--- config.mk ---
export PLATFORM = sky130hd
export DESIGN_NAME = slm_top
export DESIGN_NICKNAME = d
export VERILOG_FILES = /design/src/core/slm_pkg.sv /design/src/core/slm_top.sv
export VERILOG_INCLUDE_DIRS = /design/src /design/src/core
export SDC_FILE = /design/constraint.sdc
export NUM_CORES = 1
export LEC_CHECK = 0
export ABC_CLOCK_PERIOD_IN_PS = 2900
export BUFFER_PORTS_ARGS = -buffer_cell sky130_fd_sc_hd__buf_4
export CORE_UTILIZATION = 50
export CTS_CLUSTER_SIZE = 40
export DETAILED_ROUTE_END_ITERATION = 16
export GPL_TIMING_DRIVEN = 0
export PLACE_DENSITY = 0.8
export SETUP_SLACK_MARGIN = 0.05
export SLEW_MARGIN = 20
export SYNTH_ARGS = -nofsm -noshare
export SYNTH_HDL_FRONTEND = slang
export SYNTH_SLANG_ARGS = --single-unit
export TNS_END_PERCENT = 1
--- constraint.sdc ---
create_clock -name CLK -period 2.9 [get_ports CLK]
set_clock_uncertainty 0.05 [all_clocks]
set_input_delay 0.29 -clock CLK [delete_from_list [all_inputs] [get_ports CLK]]
set_output_delay 0.29 -clock CLK [all_outputs]
set_load 0.1 [all_outputs]
--- src/core/slm_consts.svh ---
// Offsets, field positions, codes and timing constants of the status/register block
`ifndef SLM_CONSTS_SVH
`define SLM_CONSTS_SVH
// ---------------------------------------------------------------
// Register word addresses
// ---------------------------------------------------------------
`define SLM_ADDR_CMD 16'h07D6
`define SLM_ADDR_SUM 16'h1F3C
`define SLM_ADDR_DET 16'h1F3D
`define SLM_ADDR_IN 16'h1F40
`define SLM_BIT_BASE 16'h0000
// ---------------------------------------------------------------
// Field positions
// ---------------------------------------------------------------
`define SLM_SUM_ERR 0
`define SLM_DET_US_UNDER 2
`define SLM_DET_US_SURGE 3
`define SLM_DET_US_OVL 4
`define SLM_DET_OVERTEMP 10
`define SLM_CMD_CLR 7
// ---------------------------------------------------------------
// Function and exception codes
// ---------------------------------------------------------------
`define SLM_FC_RD_COILS 8'h01
`define SLM_FC_RD_DISC 8'h02
`define SLM_FC_RD_HOLD 8'h03
`define SLM_FC_RD_INREG 8'h04
`define SLM_FC_WR_COIL 8'h05
`define SLM_FC_WR_REG 8'h06
`define SLM_FC_WR_COILS 8'h0F
`define SLM_FC_WR_REGS 8'h10
`define SLM_FC_RW_REGS 8'h17
`define SLM_EXC_NONE 8'h00
`define SLM_EXC_FUNC 8'h01
`define SLM_EXC_ADDR 8'h02
`define SLM_EXC_VALUE 8'h03
`define SLM_EXC_FAIL 8'h04
// ---------------------------------------------------------------
// Timing
// ---------------------------------------------------------------
`define SLM_CLK_HZ 50000000
`define SLM_BLINK_HALF_MS 250
`define SLM_BLINK_HALF_CYC ((`SLM_CLK_HZ / 1000) * `SLM_BLINK_HALF_MS)
`endif

--- src/core/slm_pkg.sv ---
// Types of the status/register block
package slm_pkg;
  typedef enum logic [1:0] {SLM_OFF, SLM_GRN, SLM_YEL, SLM_RED} slm_led_e;
  typedef struct packed {
    logic valid;
    logic [7:0] fc;
    logic wr;
    logic [2:0] conn;
    logic [15:0] addr;
    logic [15:0] wdata;
  } slm_req_s;
  typedef struct packed {
    logic valid;
    logic [7:0] exc;
    logic [15:0] data;
  } slm_rsp_s;
  typedef struct packed {
    logic open;
    logic close;
    logic [2:0] id;
  } slm_conn_s;
  typedef struct packed {
    logic [23:0] cnt;
    logic blink;
    logic [7:0] conn_open;
    logic [15:0] fault;
    logic cmd_err;
    slm_rsp_s rsp;
    logic [1:0] link;
    logic [1:0] traffic;
    slm_led_e rdy;
    slm_led_e net;
    slm_led_e us;
    logic ua;
    logic [15:0] in_led;
  } slm_state_s;
endpackage : slm_pkg

--- src/core/slm_top.sv ---
// Indicator drivers and Modbus register access of the 16-input station
//
// Function
// - Green link light per port follows link-up state.
// - Yellow traffic light per port follows frame transfer activity.
// - Ready light green when operational, flashing during update, dark otherwise.
// - Ready light alternates green/yellow on supply fault or overtemperature.
// - Ready light steady red on invalid or reserved switch setting.
// - Network light flashes green when accepting, steady green with a connection.
// - Network light flashes yellow while requesting address, steady yellow if zero.
// - Network light flashes red on duplicate static address.
// - Network light steady red on connection monitor fault or watchdog expiry.
// - Network light dark while not operational.
// - Sensor supply light green present and not low, dark otherwise, red on overload.
// - Actuator supply light green while present, dark otherwise.
// - Each input light lit while its input is set.
// - Up to eight client connections served at once.
// - Each connection accesses registers independently.
// - Reopening an interrupted connection slot is accepted.
// - Class 0 fully, classes 1 and 2 partly.
// - Function codes 1 and 2 read input bits.
// - Function codes 5 and 15 write no bits, answered with exception 02.
// - Function codes 6, 16 and 23 write words; 23 also reads.
// - Input states returned as word 8000 via codes 3,4,23, as bits 0..15 via codes 1,2.
// - Writes to read-only registers discarded, exception 02.
// - Summary bit 0 set while any fault detail bit is set.
`timescale 1ns/10ps
`include "slm_consts.svh"
module slm_top import slm_pkg::*; #(
  parameter int BLINK_HALF = `SLM_BLINK_HALF_CYC
) (
  input wire logic CLK, // System clock
  input wire logic RST, // Async reset, high
  input wire logic [1:0] LINK_UP, // Link up per port
  input wire logic [1:0] PORT_BUSY, // Frames moving per port
  input wire logic DEV_OPERATIONAL, // Device ready
  input wire logic FW_UPDATING, // Firmware update running
  input wire logic US_UNDER, // Sensor supply low
  input wire logic US_SURGE, // Sensor supply high
  input wire logic US_OVERLOAD, // Sensor supply overload
  input wire logic OVERTEMP, // Temperature critical
  input wire logic SWITCH_INVALID, // Address switch invalid
  input wire logic ADDR_REQUESTING, // BootP/DHCP messages going out
  input wire logic IP_ZERO, // Address is 0.0.0.0
  input wire logic IP_CONFLICT, // Duplicate static address
  input wire logic NET_FAULT, // Connection monitor fault
  input wire logic WDOG_EXPIRED, // Process data watchdog expired
  input wire logic US_PRESENT, // Sensor supply present
  input wire logic UA_PRESENT, // Actuator supply present
  input wire logic [15:0] DIGITAL_INPUT, // Inputs 1..16 at bits 0..15
  input wire slm_conn_s CONN, // Connection open/close event
  input wire slm_req_s REQ, // One-word register request
  output slm_rsp_s RSP, // Answer, one cycle after request
  output logic [7:0] CONN_OPEN, // Open connection slots
  output logic CMD_ERR, // Sticky command error, value zero or multi-bit
  output logic [1:0] PORT_LINK_LIGHT, // Green link lights
  output logic [1:0] PORT_TRAFFIC_LIGHT, // Yellow traffic lights
  output slm_led_e RDY_LED, // Ready light colour
  output slm_led_e NET_LED, // Network light colour
  output slm_led_e SENSOR_SUPPLY_LIGHT, // Sensor supply colour
  output logic ACTUATOR_SUPPLY_LIGHT, // Actuator supply green
  output logic [15:0] IN_LED // Input lights, by input number
);
  slm_state_s s;
  slm_state_s next_s;
  logic [15:0] in_word;
  logic [15:0] live;
  logic [15:0] w1;
  logic onehot;
  logic is_rd;
  logic is_wr;
  logic clr;

  // ---------------------------------------------------------------
  // Request decode
  // ---------------------------------------------------------------
  assign in_word = {DIGITAL_INPUT[7:0], DIGITAL_INPUT[15:8]};
  assign w1 = REQ.wdata - 16'h0001;
  assign onehot = (REQ.wdata != 16'h0000) && ((REQ.wdata & w1) == 16'h0000);
  assign is_rd = (REQ.fc == `SLM_FC_RD_HOLD) || (REQ.fc == `SLM_FC_RD_INREG) ||
                 ((REQ.fc == `SLM_FC_RW_REGS) && !REQ.wr);
  assign is_wr = (REQ.fc == `SLM_FC_WR_REG) || (REQ.fc == `SLM_FC_WR_REGS) ||
                 ((REQ.fc == `SLM_FC_RW_REGS) && REQ.wr);
  assign clr = REQ.valid && s.conn_open[REQ.conn] && is_wr &&
               (REQ.addr == `SLM_ADDR_CMD) && onehot && REQ.wdata[`SLM_CMD_CLR];

  always_comb begin
    live = 16'h0000;
    live[`SLM_DET_US_UNDER] = US_UNDER;
    live[`SLM_DET_US_SURGE] = US_SURGE;
    live[`SLM_DET_US_OVL] = US_OVERLOAD;
    live[`SLM_DET_OVERTEMP] = OVERTEMP;
  end

  // ---------------------------------------------------------------
  // Next state
  // ---------------------------------------------------------------
  always_comb begin
    next_s = s;
    // Shared blink base
    if (s.cnt >= 24'(BLINK_HALF - 1)) begin
      next_s.cnt = 24'h0000;
      next_s.blink = !s.blink;
    end else begin
      next_s.cnt = s.cnt + 24'h0001;
    end
    // Connection slots; opening a busy slot replaces it
    if (CONN.close) begin
      next_s.conn_open[CONN.id] = 1'b0;
    end
    if (CONN.open) begin
      next_s.conn_open[CONN.id] = 1'b1;
    end
    // Latched faults, new events win over the clear command
    next_s.fault = (clr ? 16'h0000 : s.fault) | live;
    // Answer
    next_s.rsp.valid = REQ.valid;
    next_s.rsp.exc = `SLM_EXC_NONE;
    next_s.rsp.data = 16'h0000;
    if (REQ.valid) begin
      if (!s.conn_open[REQ.conn]) begin
        next_s.rsp.exc = `SLM_EXC_FAIL;
      end else if ((REQ.fc == `SLM_FC_RD_COILS) || (REQ.fc == `SLM_FC_RD_DISC)) begin
        if ((REQ.addr & 16'hFFF0) == `SLM_BIT_BASE) begin
          next_s.rsp.data = {15'h0000, in_word[REQ.addr[3:0]]};
        end else begin
          next_s.rsp.exc = `SLM_EXC_ADDR;
        end
      end else if ((REQ.fc == `SLM_FC_WR_COIL) || (REQ.fc == `SLM_FC_WR_COILS)) begin
        next_s.rsp.exc = `SLM_EXC_ADDR;
      end else if (is_rd) begin
        unique case (REQ.addr)
          `SLM_ADDR_SUM: next_s.rsp.data = {15'h0000, |s.fault};
          `SLM_ADDR_DET: next_s.rsp.data = s.fault;
          `SLM_ADDR_IN: next_s.rsp.data = in_word;
          default: next_s.rsp.exc = `SLM_EXC_ADDR;
        endcase
      end else if (is_wr) begin
        if (REQ.addr != `SLM_ADDR_CMD) begin
          next_s.rsp.exc = `SLM_EXC_ADDR;
        end else if (!onehot) begin
          next_s.rsp.exc = `SLM_EXC_VALUE;
          next_s.cmd_err = 1'b1;
        end
      end else begin
        next_s.rsp.exc = `SLM_EXC_FUNC;
      end
    end
    // Simple lights
    next_s.link = LINK_UP;
    next_s.traffic = PORT_BUSY;
    next_s.ua = UA_PRESENT;
    for (int i = 0; i < 16; i++) begin
      next_s.in_led[i] = DIGITAL_INPUT[i];
    end
    // Ready light, errors first
    if (SWITCH_INVALID) begin
      next_s.rdy = SLM_RED;
    end else if (!DEV_OPERATIONAL) begin
      next_s.rdy = SLM_OFF;
    end else if (US_UNDER || US_SURGE || OVERTEMP) begin
      next_s.rdy = s.blink ? SLM_YEL : SLM_GRN;
    end else if (FW_UPDATING) begin
      next_s.rdy = s.blink ? SLM_GRN : SLM_OFF;
    end else begin
      next_s.rdy = SLM_GRN;
    end
    // Network light
    if (!DEV_OPERATIONAL) begin
      next_s.net = SLM_OFF;
    end else if (NET_FAULT || WDOG_EXPIRED) begin
      next_s.net = SLM_RED;
    end else if (IP_CONFLICT) begin
      next_s.net = s.blink ? SLM_RED : SLM_OFF;
    end else if (IP_ZERO) begin
      next_s.net = SLM_YEL;
    end else if (ADDR_REQUESTING) begin
      next_s.net = s.blink ? SLM_YEL : SLM_OFF;
    end else if (|s.conn_open) begin
      next_s.net = SLM_GRN;
    end else begin
      next_s.net = s.blink ? SLM_GRN : SLM_OFF;
    end
    // Sensor supply light
    if (US_OVERLOAD) begin
      next_s.us = SLM_RED;
    end else if (US_PRESENT && !US_UNDER) begin
      next_s.us = SLM_GRN;
    end else begin
      next_s.us = SLM_OFF;
    end
  end

  always_ff @(posedge CLK or posedge RST) begin
    if (RST) begin
      s <= '0;
    end else begin
      s <= next_s;
    end
  end

  // ---------------------------------------------------------------
  // Outputs
  // ---------------------------------------------------------------
  assign RSP = s.rsp;
  assign CONN_OPEN = s.conn_open;
  assign CMD_ERR = s.cmd_err;
  assign PORT_LINK_LIGHT = s.link;
  assign PORT_TRAFFIC_LIGHT = s.traffic;
  assign RDY_LED = s.rdy;
  assign NET_LED = s.net;
  assign SENSOR_SUPPLY_LIGHT = s.us;
  assign ACTUATOR_SUPPLY_LIGHT = s.ua;
  assign IN_LED = s.in_led;

  logic rq_ok;
  assign rq_ok = REQ.valid && s.conn_open[REQ.conn];
endmodule : slm_top

Word level (Yosys, flattened, before mapping)
Index checks and enable logic that the tools add are counted.
{"block": "word_totals", "ff_bits": 102, "latch_bits": 0, "ram_bits": 0, "romBits": 0, "in_bits": 86, "out_inout_bits": 61, "wordCells": 116, "n_memories": 0}
{"block": "classes", "n_addsub": 2, "n_mul": 0, "div": 0, "n_lt_le_gt_ge": 5, "eq_ne": 14, "shifts": 0, "mux": 41, "n_bitwise": 10, "reduce_logical": 29}
{"operator": "24-bit two-way mux", "count": 3}
{"operator": "16-bit two-way mux", "count": 4}
{"operator": "16-bit by 13-bit equality test with 1-bit output (second input constant)", "count": 3}
{"operator": "16-bit one-hot mux with 3 select lines", "count": 1}
{"operator": "8-bit two-way mux", "count": 5}
{"operator": "2-bit two-way mux", "count": 17}
{"operator": "16-bit zero test", "count": 2}
{"operator": "24-bit by 1-bit adder with 24-bit output (second input constant)", "count": 1}
{"operator": "8-bit by 3-bit equality test with 1-bit output (second input constant)", "count": 3}
{"operator": "24-bit >= comparator (second input constant)", "count": 1}
{"operator": "16-bit bitwise AND", "count": 1}
{"operator": "16-bit by 11-bit equality test with 1-bit output (second input constant)", "count": 1}
{"operator": "8-bit by 2-bit equality test with 1-bit output (second input constant)", "count": 2}
{"operator": "8-bit by 5-bit equality test with 1-bit output (second input constant)", "count": 2}
{"operator": "16-bit by 11-bit != test with 1-bit output (second input constant)", "count": 1}
{"operator": "16-bit by 11-bit OR with 16-bit output", "count": 1}
{"operator": "16-bit nonzero test", "count": 1}
{"operator": "16-bit OR reduction", "count": 1}
{"operator": "16-bit by 1-bit subtractor with 16-bit output (second input constant)", "count": 1}
{"operator": "1-bit logical AND", "count": 10}
{"operator": "1-bit logical OR", "count": 9}
{"operator": "8-bit bitwise AND", "count": 1}
{"operator": "8-bit by 1-bit equality test with 1-bit output (second input constant)", "count": 1}
{"operator": "8-bit by 4-bit equality test with 1-bit output (second input constant)", "count": 1}
{"operator": "other kinds (14)", "count": 28}

Depth between registers and ports, before layout
{"block": "logic_depth", "word_depth": 12, "depth_mapped": 8, "mapped_depth_nobuf": 7}

Least setup slack after synthesis
OpenSTA, ideal clock, no wires.
{"block": "synth_timing", "path_kind": "input-to-reg", "from": "input port REQ[5] in the netlist's numbering", "to": "register s[55] in the netlist's numbering", "setup_ps": 118, "arrival_time_ps": 2148, "t_required_ps": 2732, "path_slack_ps": 583, "stages": 6, "n_path_buf": 0, "cell_sequence": "or4_1 nor4_1 mux2_2 nor4_4 nand4_2 a21o_1"}
{"element": "start, declared", "line_no": "slm_top.sv:52", "source": "input wire slm_req_s REQ,"}
{"element": "end signal, assigned", "line_no": "slm_top.sv:198", "source": "s <= next_s;"}
{"element": "end, declared", "line_no": "slm_top.sv:64", "source": "slm_state_s s;"}

==> Flow_metrics.wiki <==
{| class="wikitable"
! Metric !! Value
|-
| Fraction of power consumed by combinational cells || ~28%
|-
| Cell types occupying the most area after synthesis || dfrtp_1 (50%), buf_4 (10%), nor2_1 (4.0%), xnor2_1 (2.9%), mux4_2 (2.6%)
|-
| Area occupied by registers || about 2100 um2
|-
| Netlist area before placement || 4297 um2
|-
| Number of buffers inserted by port buffering || approximately 140
|-
| Number of H-tree branching levels || 3
|-
| Clock-pin slew reported for the worst setup and hold paths after clock tree synthesis || 90 ps
|-
| Power spent charging and discharging nets || approximately 0.0010 W
|-
| Pre-Repair DR Iteration Count || 4
|-
| Top-level port count || 147
|-
| DRC errors left || 0
|-
| Pin count of the biggest net entering global routing || 63
|-
| Wire length of the first global-routing pass || 15.27 mm
|-
| Worst slack at placement || 314.0 ps
|-
| Power share of the clock group || 27.4%
|-
| Multi-input combinational cell area || roughly 1700 um2
|-
| Highest cell delay on the worst timing path || 410 ps
|-
| CP endpoint kind || register
|-
| Antenna diodes || 0
|-
| Clock tree from TritonCTS || built
|-
| DIE WIDTH || approximately 95 um
|-
| Post-synthesis sequential element count || 85
|-
| Dominant register cell in the synthesized netlist || dfrtp_1
|-
| Kind of start point of the critical path || register
|-
| Cell area power density || approximately 480 nW/um2
|-
| Avg Synthesized Cell Area || 10.35 um2
|-
| Number of flops mapped to enable cells by yosys || 0
|-
| Die extent in y || about 95 um
|-
| Total non-filler cell area in the finished layout || ~6000 um2
|-
| Starting DRC count in detailed routing || approximately 160
|-
| Overall track demand over capacity in global routing || roughly 22%
|-
| Routed via count divided by cell count || around 5.2
|-
| Routed wire length || slightly below 10 mm
|-
| Total Power Consumption || about 0.0028 W
|-
| Global route overflow || 0
|-
| Minimum clock period || roughly 2400 ps
|-
| Final worst path period share || between 80% and 90%
|-
| Deepest clock path buffer count || 2
|-
| Slack of the worst reg-to-reg path || around 520 ps
|-
| Register share of total power || between 40% and 50%
|-
| Final Hold Fails || 0
|-
| Proportion of register bits with asynchronous set or reset after synthesis || 100.0%
|-
| Overall via count from detail_route || between 3000 and 4000
|-
| Slew of the pin with the lowest slew margin || slightly above 600 ps
|-
| Resized Gates After CTS || 0
|-
| Cell Int Power || 0.001822 W
|-
| Initial antenna violation count || 0
|-
| Post-synth top area cell || dfrtp_1
|-
| Status || complete, no violations
|-
| Fill cell instance count of the final layout || 591
|-
| Hold_buf cts || 12
|-
| Cell Rows || 33
|-
| Mean routed wirelength per cell || around 14 um
|-
| Placed cell area || 5502 um2
|-
| Tightest Hold Check Type || in -> reg
|-
| Share of the synthesized area in the top cell type || 49.50%
|-
| Minimum setup slack in the final design || between 500 and 600 ps
|-
| Count of nets left with antenna violations after detail routing || 0
|-
| Leakage component of the power || around 2.8 nW
|-
| Number of maximum-capacitance constraint violations || 0
|-
| Fraction of final layout cells sized beyond drive strength 1 || between 30 and 40%
|-
| Cell depth of the worst hold path || 1
|-
| Yosys warning count || 0
|-
| Largest voltage drop on the vdd net || 0.0003698 V
|-
| Worst-skew pair later-pin latency || 350 ps
|-
| Max_slew headroom || 59.03%
|-
| Final count of pins violating max slew || 0
|-
| Synthesis-to-layout area growth || 36.72%
|-
| Critical setup path kind || reg -> reg
|-
| Core outline area || ~8300 um2
|-
| Setup fix buffers added after clock tree synthesis || 0
|-
| Clk sinks || 85
|-
| Setup violation total in the final timing report || 0
|-
| Cell variety after synth || 56
|-
| R2r worst-path depth || 8
|-
| Clock buffers created by TritonCTS || 9
|-
| Vias in the first global route || around 3300
|-
| Maximum fanout along the worst path || 10
|-
| Most common library cells after synthesis || dfrtp_1 (85), buf_4 (59), nor2_1 (46)
|-
| Switching portion of total power || a little over a third
|-
| Sequence of cells on the critical path || ha_1 > and4_1 > o311a_1 > o21ai_0 > a211oi_1 > o21a_1 > buf_2 > nor2_1
|-
| Post-synthesis sequential area ratio || a little under 50%
|-
| Worst endpoint required time || between 3000 and 4000 ps
|-
| Starting density of the core || 52.03%
|-
| Final weighted congestion of routability-driven global placement || just over 0.8
|-
| Maximum achievable frequency || 0.4194 GHz
|-
| Unrepaired setup endpoints after global routing || false
|-
| Total Nets Final || between 600 and 700
|-
| Synthesized instance count || 415
|-
| Detailed placer's ending HPWL || 7.306 mm
|-
| Total Die Area || 8968 um2
|-
| Final TNS setup || 0 ps
|-
| Library cell with the highest instance count after synthesis || dfrtp_1
|-
| Clock tree root buffer cell || clkbuf_8
|-
| Worst EP arrival || around 2600 ps
|-
| Critical-path cell with the highest stage delay || dfrtp_1
|-
| Worst Hold Slack || approximately 24 ps
|}
==> metal layers <==
layer	global-route usage, %	vias to the layer above	share of wire [%]
met5	0	-	0
met4	7.449	0	0.81
met3	4.187	6	5.2
met2	36.63	118	52
met1	29.24	1713	42
li1	-	1754	-
==> state kept, by name, indices dropped and copies added (netlist names) <==
name and count:
SENSOR_SUPPLY_LIGHT 2, IN_LED 16, RDY_LED 2, PORT_TRAFFIC_LIGHT 2
NET_LED 2, ACTUATOR_SUPPLY_LIGHT 1, PORT_LINK_LIGHT 2, RSP 20
CONN_OPEN 8, s 29, CMD_ERR 1
==> path summary, 6_finish.rpt <==
path	to	from
setup / recovery	s[100]	s[78]
hold reg to reg	CMD_ERR	CMD_ERR
max in group asynchronous	RDY_LED[0]	RST
setup reg to reg	s[100]	s[78]
min in group asynchronous	IN_LED[2]	RST
hold / removal	SENSOR_SUPPLY_LIGHT[1]	US_OVERLOAD
==> power groups by stage <==
| stage | sequential (W) | clock (W) | combinational, W |
|---|---|---|---|
| after CTS | 0.00126 | 0.000794 | 0.000793 |
| after global routing | 0.00127 | 0.000853 | 0.000840 |
| after floorplan | 0.00128 | 0 | 0.000557 |
| after detailed placement | 0.00128 | 0 | 0.000778 |
| final | 0.00126 | 0.000778 | 0.000799 |
| after global placement | 0.00128 | 0 | 0.000763 |
==> kinds of logic after synthesis <==
group           synth area share, %
simple gates                  19.74
flops                         49.50
buf+inv                       11.68
compound gates                9.960
xor+xnor                      4.689
mux                           3.815
fa+ha+maj                    0.5241
other cells                 0.08728
==> critical path: cells and delay by family, from the launching register on <==
kind	cells	cell delay, ps
AOI/OAI and AO/OA	4	930
DFF	1	410
and+or+nand+nor	2	400
buffers and inverters	1	270
adders and majority gates	1	220
==> layout by cell type, fill, tap and decap left out, types with 11 or more instances in the layout <==
cell and n:
and3_1 14, nor3_1 16, dlygate4sd3_1 19, nor2_1 46, nand3_1 11, xnor2_1 14
nand2_1 21, dfrtp_1 85, o21ai_0 16, buf_4 196
==> cell type report <==
| type | count | share of cell area [%] |
|---|---|---|
| Inverter | 5 | 0.3621 |
| Timing Repair Buffer | 157 | 21.21 |
| Multi-Input combinational cell | 260 | 28.65 |
| Tap cell | 105 | 2.236 |
| Buffer | 69 | 8.222 |
| Sequential cell | 85 | 36.21 |
| Clock buffer | 10 | 2.173 |
| Clock inverter | 6 | 0.9372 |
==> through the flow <==
step	utilization [%]	cells
floorplan	-	419
global placement	66.26	661
detailed placement	66.62	662
CTS	70.29	690
global route	71.14	697
finish	71.14	697
No activity file was read; power rests on OpenSTA's default activity.
